==> src/hdl/sfs_pkg.sv <==
`default_nettype none
package sfs_pkg;

    // ==========================================================
    // Register map
    localparam logic [7:0] SFS_ADDR_TIMING  = 8'h02;
    localparam logic [7:0] SFS_ADDR_CONFIG  = 8'h03;
    localparam logic [7:0] SFS_ADDR_STATUS  = 8'h0a;

    // ==========================================================
    // Reset values and timing write mask
    localparam logic [7:0] SFS_TIMING_RESET = 8'h54;
    localparam logic [7:0] SFS_CONFIG_RESET = 8'hc0;
    localparam logic [7:0] SFS_TIMING_WMASK = 8'hf7;

    // ==========================================================
    // Field positions
    localparam int SFS_BIT_SHUTDOWN    = 7;
    localparam int SFS_BIT_WARNING     = 6;
    localparam int SFS_BIT_BUTTON      = 5;
    localparam int SFS_BIT_SD_MASK     = 7;
    localparam int SFS_BIT_WR_MASK     = 6;
    localparam int SFS_BIT_DELAY_LO    = 4;

    // ==========================================================
    // Timing
    localparam longint SFS_CLK_HZ      = 100000000;
    localparam longint SFS_MS_PER_S    = 1000;
    localparam int     SFS_CNT_W       = 32;

    // Milliseconds to clock cycles, rounded down, at least one
    function automatic logic [SFS_CNT_W-1:0] sfs_ms_to_cycles(input int ms);
        longint c;
        c = (longint'(ms) * SFS_CLK_HZ) / SFS_MS_PER_S;
        if (c < 1) begin
            c = 1;
        end
        return c[SFS_CNT_W-1:0];
    endfunction

endpackage

`default_nettype wire

==> src/hdl/sfs_status.sv <==
`timescale 1ns/1ns
`default_nettype none

module sfs_status
    import sfs_pkg::*;
#(
    parameter int DELAY0_MS = 250,
    parameter int DELAY1_MS = 500,
    parameter int DELAY2_MS = 1000,
    parameter int DELAY3_MS = 2000
) (
    input  wire logic       clk,
    input  wire logic       reset_n,
    input  wire logic       thermal_shutdown_in,
    input  wire logic       thermal_warning_in,
    input  wire logic       button_pressed_in,
    input  wire logic [7:0] reg_addr,
    input  wire logic       reg_rd,
    input  wire logic       reg_wr,
    input  wire logic [7:0] reg_wdata,
    output logic      [7:0] reg_rdata,
    output logic            irq_out_n
);

    // Zero gives a one-cycle time-out; longer delays must fit the counter
    localparam longint MAX_DELAY_MS = ((longint'(1) <<< SFS_CNT_W) - 1)
                                    * SFS_MS_PER_S / SFS_CLK_HZ;

    if (DELAY0_MS < 0 || DELAY1_MS < 0 || DELAY2_MS < 0 || DELAY3_MS < 0
        || DELAY0_MS > MAX_DELAY_MS || DELAY1_MS > MAX_DELAY_MS
        || DELAY2_MS > MAX_DELAY_MS || DELAY3_MS > MAX_DELAY_MS) begin : g_bad_delay
        $error("sfs_status: button delays out of range");
    end

    localparam logic [SFS_CNT_W-1:0] LIMIT0 = sfs_ms_to_cycles(DELAY0_MS);
    localparam logic [SFS_CNT_W-1:0] LIMIT1 = sfs_ms_to_cycles(DELAY1_MS);
    localparam logic [SFS_CNT_W-1:0] LIMIT2 = sfs_ms_to_cycles(DELAY2_MS);
    localparam logic [SFS_CNT_W-1:0] LIMIT3 = sfs_ms_to_cycles(DELAY3_MS);

    // ==========================================================
    // Helper functions
    function automatic logic sfs_reg_hit(input logic       strobe,
                                         input logic [7:0] addr,
                                         input logic [7:0] target);
        return strobe && (addr == target);
    endfunction

    // Set wins over clear in the same cycle
    function automatic logic sfs_sticky(input logic set,
                                        input logic flag,
                                        input logic clear);
        return set | (flag & ~clear);
    endfunction

    // ==========================================================
    // Input synchronisers
    logic [2:0] sync1;
    logic [2:0] sync2;
    logic [2:0] sync3;
    logic [2:0] filt;
    logic [2:0] next_filt;

    always_comb begin
        next_filt = (sync2 & sync3) | (filt & (sync2 ^ sync3));
    end

    always_ff @(posedge clk) begin
        if (!reset_n) begin
            sync1 <= 3'h0;
            sync2 <= 3'h0;
            sync3 <= 3'h0;
            filt  <= 3'h0;
        end else begin
            sync1 <= {button_pressed_in, thermal_warning_in, thermal_shutdown_in};
            sync2 <= sync1;
            sync3 <= sync2;
            filt  <= next_filt;
        end
    end

    logic shutdown_active;
    logic warning_active;
    logic button_held;

    assign shutdown_active = filt[0];
    assign warning_active  = filt[1];
    assign button_held     = filt[2];

    // ==========================================================
    // Configuration registers
    logic [7:0] timing_reg;
    logic [7:0] config_reg;
    logic [7:0] next_timing_reg;
    logic [7:0] next_config_reg;
    logic       status_read;

    assign status_read = sfs_reg_hit(reg_rd, reg_addr, SFS_ADDR_STATUS);

    always_comb begin
        next_timing_reg = timing_reg;
        next_config_reg = config_reg;
        if (sfs_reg_hit(reg_wr, reg_addr, SFS_ADDR_TIMING)) begin
            next_timing_reg = reg_wdata & SFS_TIMING_WMASK;
        end
        if (sfs_reg_hit(reg_wr, reg_addr, SFS_ADDR_CONFIG)) begin
            next_config_reg = reg_wdata;
        end
    end

    always_ff @(posedge clk) begin
        if (!reset_n) begin
            timing_reg <= SFS_TIMING_RESET;
            config_reg <= SFS_CONFIG_RESET;
        end else begin
            timing_reg <= next_timing_reg;
            config_reg <= next_config_reg;
        end
    end

    logic       shutdown_irq_mask;
    logic       warning_irq_mask;
    logic [1:0] button_irq_delay_sel;

    assign shutdown_irq_mask    = config_reg[SFS_BIT_SD_MASK];
    assign warning_irq_mask     = config_reg[SFS_BIT_WR_MASK];
    assign button_irq_delay_sel = timing_reg[SFS_BIT_DELAY_LO +: 2];

    // ==========================================================
    // Button hold counter
    logic [SFS_CNT_W-1:0] hold_count;
    logic [SFS_CNT_W-1:0] next_hold_count;
    logic [SFS_CNT_W-1:0] hold_limit;
    logic                 hold_expired;

    always_comb begin
        unique case (button_irq_delay_sel)
            2'h0: hold_limit = LIMIT0;
            2'h1: hold_limit = LIMIT1;
            2'h2: hold_limit = LIMIT2;
            2'h3: hold_limit = LIMIT3;
        endcase
        hold_expired    = 1'b0;
        next_hold_count = hold_count;
        if (button_held && hold_count < hold_limit) begin
            // Expiry still counts when a read lands in the same cycle
            hold_expired    = (hold_count + 1'b1) == hold_limit;
            next_hold_count = hold_count + 1'b1;
        end
        if (!button_held || status_read) begin
            next_hold_count = '0;
        end
    end

    always_ff @(posedge clk) begin
        if (!reset_n) begin
            hold_count <= '0;
        end else begin
            hold_count <= next_hold_count;
        end
    end

    // ==========================================================
    // Status flags, read data and interrupt
    logic       thermal_shutdown_flag;
    logic       thermal_warning_flag;
    logic       button_hold_flag;
    logic       next_shutdown_flag;
    logic       next_warning_flag;
    logic       next_button_flag;
    logic [7:0] status_value;
    logic [7:0] next_reg_rdata;
    logic       next_irq_out_n;

    always_comb begin
        // Set wins over clear-on-read in the same cycle
        next_shutdown_flag = sfs_sticky(shutdown_active, thermal_shutdown_flag,
                                        status_read);
        next_warning_flag  = sfs_sticky(warning_active, thermal_warning_flag,
                                        status_read);
        next_button_flag   = sfs_sticky(hold_expired, button_hold_flag,
                                        status_read);

        status_value = 8'h00;
        status_value[SFS_BIT_SHUTDOWN] = thermal_shutdown_flag;
        status_value[SFS_BIT_WARNING]  = thermal_warning_flag;
        status_value[SFS_BIT_BUTTON]   = button_hold_flag;

        next_reg_rdata = reg_rdata;
        if (reg_rd) begin
            unique case (reg_addr)
                SFS_ADDR_TIMING: next_reg_rdata = timing_reg;
                SFS_ADDR_CONFIG: next_reg_rdata = config_reg;
                SFS_ADDR_STATUS: next_reg_rdata = status_value;
                default:         next_reg_rdata = 8'h00;
            endcase
        end

        next_irq_out_n = ~((next_shutdown_flag & ~shutdown_irq_mask)
                         | (next_warning_flag & ~warning_irq_mask)
                         | next_button_flag);
    end

    always_ff @(posedge clk) begin
        if (!reset_n) begin
            thermal_shutdown_flag <= 1'b0;
            thermal_warning_flag  <= 1'b0;
            button_hold_flag      <= 1'b0;
            reg_rdata             <= 8'h00;
            irq_out_n             <= 1'b1;
        end else begin
            thermal_shutdown_flag <= next_shutdown_flag;
            thermal_warning_flag  <= next_warning_flag;
            button_hold_flag      <= next_button_flag;
            reg_rdata             <= next_reg_rdata;
            irq_out_n             <= next_irq_out_n;
        end
    end

endmodule

`default_nettype wire

==> config.mk <==
export PLATFORM = sky130hd
export DESIGN_NAME = sfs_status
export DESIGN_NICKNAME = d
export VERILOG_FILES = /design/src/hdl/sfs_pkg.sv /design/src/hdl/sfs_status.sv
export SDC_FILE = /design/constraint.sdc
export NUM_CORES = 1
export LEC_CHECK = 0
export BUFFER_PORTS_ARGS = -buffer_cell sky130_fd_sc_hd__buf_4
export CAP_MARGIN = 40
export CORE_UTILIZATION = 40
export DETAILED_ROUTE_END_ITERATION = 16
export PLACE_DENSITY = 0.68
export SETUP_SLACK_MARGIN = 0.15
export SYNTH_ARGS = -nofsm -noshare
export SYNTH_HDL_FRONTEND = slang
export SYNTH_SLANG_ARGS = --single-unit
==> constraint.sdc <==
create_clock -name clk -period 3.4 [get_ports clk]
set_clock_uncertainty 0.15 [all_clocks]
set_input_delay 0.17 -clock clk [delete_from_list [all_inputs] [get_ports clk]]
set_output_delay 0.17 -clock clk [all_outputs]
set_load 0.05 [all_outputs]
After elaboration in Yosys (flattened, before gate mapping) --
Index checks and enable logic that the tools add are counted. W data, S select, Z words.
Storage, ports and cells: register bits after elaboration 71, latch bits 0, RAM bits 0, ROM bits 0, bits of input ports 23, output and inout bits 9, logic and storage cells 51, memories 0
Operators by class: add/sub/neg operators 1, $mul 0, div/mod/pow operators 0, order comparisons 1, equality and inequality tests 7, shift-type cells 0, mux-type cells 3, bitwise logic cells 19, reductions and logical operators 8
Operators with widths (count):
- $pmux W32 S4 | 1
- $add A32 B1 Y32 const B | 1
- $eq A32 B32 Y1 | 1
- $lt A32 B32 Y1 | 1
- $pmux W8 S3 | 1
- $eq A8 B2 Y1 const B | 2
- $eq A8 B4 Y1 const B | 1
- $and A3 B3 Y3 | 2
- $and A1 B1 Y1 | 5
- $not A1 Y1 | 5
- $or A1 B1 Y1 | 5
- $eq A2 B2 Y1 const B | 2
- $logic_and A1 B1 Y1 | 4
- $or A3 B3 Y3 | 1
- $xor A3 B3 Y3 | 1
- $eq A2 B1 Y1 const B | 1
- $logic_not A2 Y1 | 1
- $reduce_or A2 Y1 | 1
- $logic_not A1 Y1 | 1
- $logic_or A1 B1 Y1 | 1
- $mux W1 | 1

Longest topological paths before layout --
depth after elaboration 9, depth in mapped cells 13

Worst setup path after synthesis --
OpenSTA, ideal clock, no wires.
path kind reg2reg, start register timing_reg[5], end register irq_out_n, setup time 0.115 ns, data arrival time 2.901 ns, required time 3.135 ns, setup slack 0.233 ns, cell stages (with the launch flop) 13, buffers on the path 1, clock period less this slack 3.167 ns, cells stage by stage dfxtp_1 -> clkbuf_1 -> nor2_1 -> inv_1 -> ha_1 -> and4b_1 -> o21ai_0 -> a31oi_1 -> a211o_1 -> a21oi_1 -> o2111ai_1 -> or4_1 -> and3_1
Between the ends: cells in the longest elaborated chain, start to end 8
RTL lines:
- start: declaration | RTL line sfs_status.sv:91 | logic [7:0] timing_reg;
- start signal: assignment | RTL line sfs_status.sv:115 | timing_reg <= next_timing_reg;
- $eq A2 B2 Y1, or another cell as far along | RTL line sfs_status.sv:136 | unique case (button_irq_delay_sel)
- $pmux W32 S4 (*) | RTL line sfs_status.sv:136
- $lt A32 B32 Y1 | RTL line sfs_status.sv:144 | if (button_held && hold_count < hold_limit) begin
- $logic_and A1 B1 Y1 | RTL line sfs_status.sv:144
- $mux W1 (*) | RTL line sfs_status.sv:144
- $or A1 B1 Y1 (*) | RTL line sfs_status.sv:52 | return set | (flag & ~clear);
- $or A1 B1 Y1 (*) | RTL line sfs_status.sv:200 | | next_button_flag);
- $not A1 Y1 (*) | RTL line sfs_status.sv:198 | next_irq_out_n = ~((next_shutdown_flag & ~shutdown_irq_mask)
- end signal: assignment | RTL line sfs_status.sv:215 | irq_out_n <= next_irq_out_n;
- end: declaration | RTL line sfs_status.sv:22 | output logic irq_out_n
Mark *: on every way between the ends. The rest lies on a longest branch, timed or not. The select of a mux whose other input is x is not followed. A chain may end at the register's enable or synchronous reset.

Worst setup path in the final report --
start register hold_count[12], end register irq_out_n
Between the ends: cells in the longest elaborated chain, start to end 6
RTL lines:
- start: declaration | RTL line sfs_status.sv:130 | logic [SFS_CNT_W-1:0] hold_count;
- start signal: assignment | RTL line sfs_status.sv:158 | hold_count <= next_hold_count;
- $add A32 B1 Y32 or $lt A32 B32 Y1 (tied branches) | RTL line sfs_status.sv:146, sfs_status.sv:144
- $eq A32 B32 Y1 or $logic_and A1 B1 Y1 (tied branches) | RTL line sfs_status.sv:146, sfs_status.sv:144
- $mux W1 (*) | RTL line sfs_status.sv:144
- $or A1 B1 Y1 (*) | RTL line sfs_status.sv:52
- $or A1 B1 Y1 (*) | RTL line sfs_status.sv:200
- $not A1 Y1 (*) | RTL line sfs_status.sv:198
Mark *: on every way between the ends. The rest lies on a longest branch, timed or not.

==> flow_summary.toml <==
[clocking]
clkTransAtPathRegs_ns = 0.08
ctsLongestPathBuffers = 2
htree_levels = 3
number_of_buffers_added_by_the_clock_tree_synthesis_step = 9
cts.root.buffer_cell = "sky130_fd_sc_hd__clkbuf_8"
tritoncts = "done"
clk_latency_ns = 0.36
numClockSinks = 71
cts_post_setup_buffers_inserted = 0

[grt]
first_global_vias = 3556
remaining_overflow_grt = 0
antenna_found_initial = 0
pin_count_of_the_biggest_net_entering_global_routing = 41
globalRouteTotalUtil = 0.204
first_pass_grt_wire_length_um = 17500

[critical_path]
setup.worst_path.end = "irq_out_n"
critical_path_required_ns = 3.50
worst_setup_path_startpoint = "hold_count[12]"
critical_path.reg2reg.startpoint = "hold_count[12]"
arrival_ns = 3.25
cp_max_fo = 9
worstReg2RegEnd = "irq_out_n"
timing.reg2reg.setup_slack_ns = 0.25
timing_worst_setup_path_type = "flip-flop to flip-flop"
ff2ff_path_depth = 8
setup.worst_path.start_class = "flip-flop"
endpoint_kind = "flip-flop"

[pwr]
leakagePower_uw = 0.00191
internal_power_uw = 1250
switching_share = 0.220
comb_power_share = 0.038
p_sw_uw = 353
power_density_nw_per_um2 = 323
seq_power_share = 0.522
vdd.ir_drop.worst_v = 0.000148
power.share.clock = 0.441

[cells_and_area]
largest_register_ffs = 32
n_fill_cell = 952
ratio_of_cells_with_drive_above_1_in_the_final_layout = 0.171
antennaDiodeCount = 0
multiInputGateArea_um2 = 2520
finish.net_count = 595
post-route-cell-area_um2 = 4980
area_growth_syn_to_layout_pct = 20.7
register_area_um2 = 1430

[sta]
worst_pin_slew_ns = 0.499
worst_hold_slack_ns = 0.0130
slew_violations = 0
rsz0062_at_grt = "no"
max_freq_mhz = 317
setup_total_neg_slack_ns = 0
finalHoldViolCount = 0
timing.final.setup_violations = 0
layout_worst_path_cycle_share = 0.928
finalWorstPathRequiredPeriod_ns = 3.15
worst_slew_margin_rel = 0.665

[yosys]
synth_cell_type_count = 56
number_of_flip_flops_and_latches_in_the_synthesized_netlist = 71
yosysSeqAreaShare = 0.345
synth.cell_area_um2 = 4120
synthDominantAreaCellType = "sky130_fd_sc_hd__dfxtp_1"
synth_area_leaders = "sky130_fd_sc_hd__dfxtp_1 34%, sky130_fd_sc_hd__ha_1 6.4%, sky130_fd_sc_hd__xor2_1 5.5%"
asyncSetResetFlopFracSynth = 0
mappedNetlistNets = 542
syn_area_per_cell_um2 = 8.28
synth_largest_type_area_fraction = 0.345
yosys_warnings = 0
count_of_flip_flops_with_a_built_in_enable_after_synthesis = 0
synth-main-ff-cell = "sky130_fd_sc_hd__dfxtp_1"
post_synth_inst_count = 498

[detailed_routing]
routed_length_per_placed_instance_um = 15.3
ant_nets = 0
drc = 0
totalWireLength_um = 10500
drt_first_iter_violations = 151
drt_pass1_iterations = 4
detail_route.vias_per_cell = 5.36
routed-via-count = 3695

[floorplan]
floorplan.core_area_um2 = 9860
initial_utilization = 0.418
fp-row-count = 36
die_width_um = 104
ios = 32
dieArea_um2 = 10700
die_h_um = 104

[placed_design]
placed_area_um2 = 4640
placement.io_buffers = 31
detailedPlacementHpwl_um = 7750
globalplace.congestion = 0.878

[run_status]
outcome = "finished clean"

[hold_path]
hold_path_depth = 2
hold_wc_path_type = "input pin to flip-flop"

[flow_run]
maxCapViolCount = 0
==> power by group through the flow <==
stage	sequential (µW)	combinational (µW)	clock [µW]
finish	837	60.8	707
global route	838	66.1	762
CTS	837	61.0	727
detailed placement	857	50.6	0
global placement	857	49.8	0
floorplan	857	24.2	0
==> critical path: stages (launching register included) <==
cell                      delay, ns
sky130_fd_sc_hd__dfxtp_1       0.36
sky130_fd_sc_hd__nand4_2       0.16
sky130_fd_sc_hd__or4_4         0.61
sky130_fd_sc_hd__or4_1         0.51
sky130_fd_sc_hd__xnor2_1       0.15
sky130_fd_sc_hd__nor3_1        0.24
sky130_fd_sc_hd__nand4_1       0.13
sky130_fd_sc_hd__or4_1         0.54
sky130_fd_sc_hd__and3_1        0.19
==> cells in the final DEF (no fill, tap or decap), drive strengths merged, types with 17 or more instances in the layout <==
cell	netlist	layout
inv	20	21
and2	22	22
nand2	46	46
xnor2	17	17
nor3	19	19
nand3	18	18
dfxtp	71	71
ha	21	21
nor2	42	42
xor2	26	26
buf	6	63
nand4	21	21
==> routing by layer <==
| metal | global-route usage | routed length [µm] |
|---|---|---|
| met4 | 0.0797 | 174 |
| met1 | 0.270 | 5040 |
| met2 | 0.332 | 4900 |
| met3 | 0.0327 | 420 |
| met5 | 0 | 0 |
==> worst min-delay path by stage <==
stage	start	end	slack, ns
3_5_place_dp	button_pressed_in	sync1[2]	0.23
5_1_grt	reset_n	timing_reg[6]	0.03
2_1_floorplan	thermal_shutdown_in	sync1[0]	0.15
4_1_cts	reset_n	timing_reg[2]	0.002
6_report	reset_n	timing_reg[6]	0.01
3_3_place_gp	thermal_warning_in	sync1[1]	0.23
==> synth_stat cells, drive strengths merged (11+ instances only) <==
master and n:
a21oi 15, nor2b 11, inv 20, nor2 42, xnor2 17, mux2i 15, and2 22, ha 21
nand4 21, dfxtp 71, nand2 46, nor3 19, xor2 26, clkbuf 26, nand3 18
==> metrics by stage <==
stage,setup WS [ns],instances,util,power (µW)
final,0.246,689,0.504,1610
after global routing,0.152,689,0.504,1670
after global placement,0.113,662,0.470,906
after floorplan,0.233,498,-,881
after CTS,0.151,689,0.502,1630
after detailed placement,0.172,662,0.470,908
==> final cells by class <==
type / count / area share
Clock buffer: 12 / 0.0312
Sequential cell: 71 / 0.286
Inverter: 21 / 0.0158
Tap cell: 133 / 0.0334
Timing Repair Buffer: 74 / 0.117
Clock inverter: 4 / 0.0103
Multi-Input combinational cell: 374 / 0.506
==> kinds of logic after synthesis <==
kind of cell,after synthesis,share of synthesized area
muxes,17,0.0419
adders and majority gates,21,0.0638
xor gates and xnor gates,43,0.0914
DFF,71,0.345
AOI/OAI and AO/OA,71,0.116
and+or+nand+nor,222,0.290
buffers and inverters,53,0.0516
==> what timing repair did <==
item	CTS	global route
hold buffers	11	0
hold endpoints to repair	18	0
setup endpoints to repair	0	29
resized for setup	0	7
Note: power is estimated with default switching activity, not from simulation.
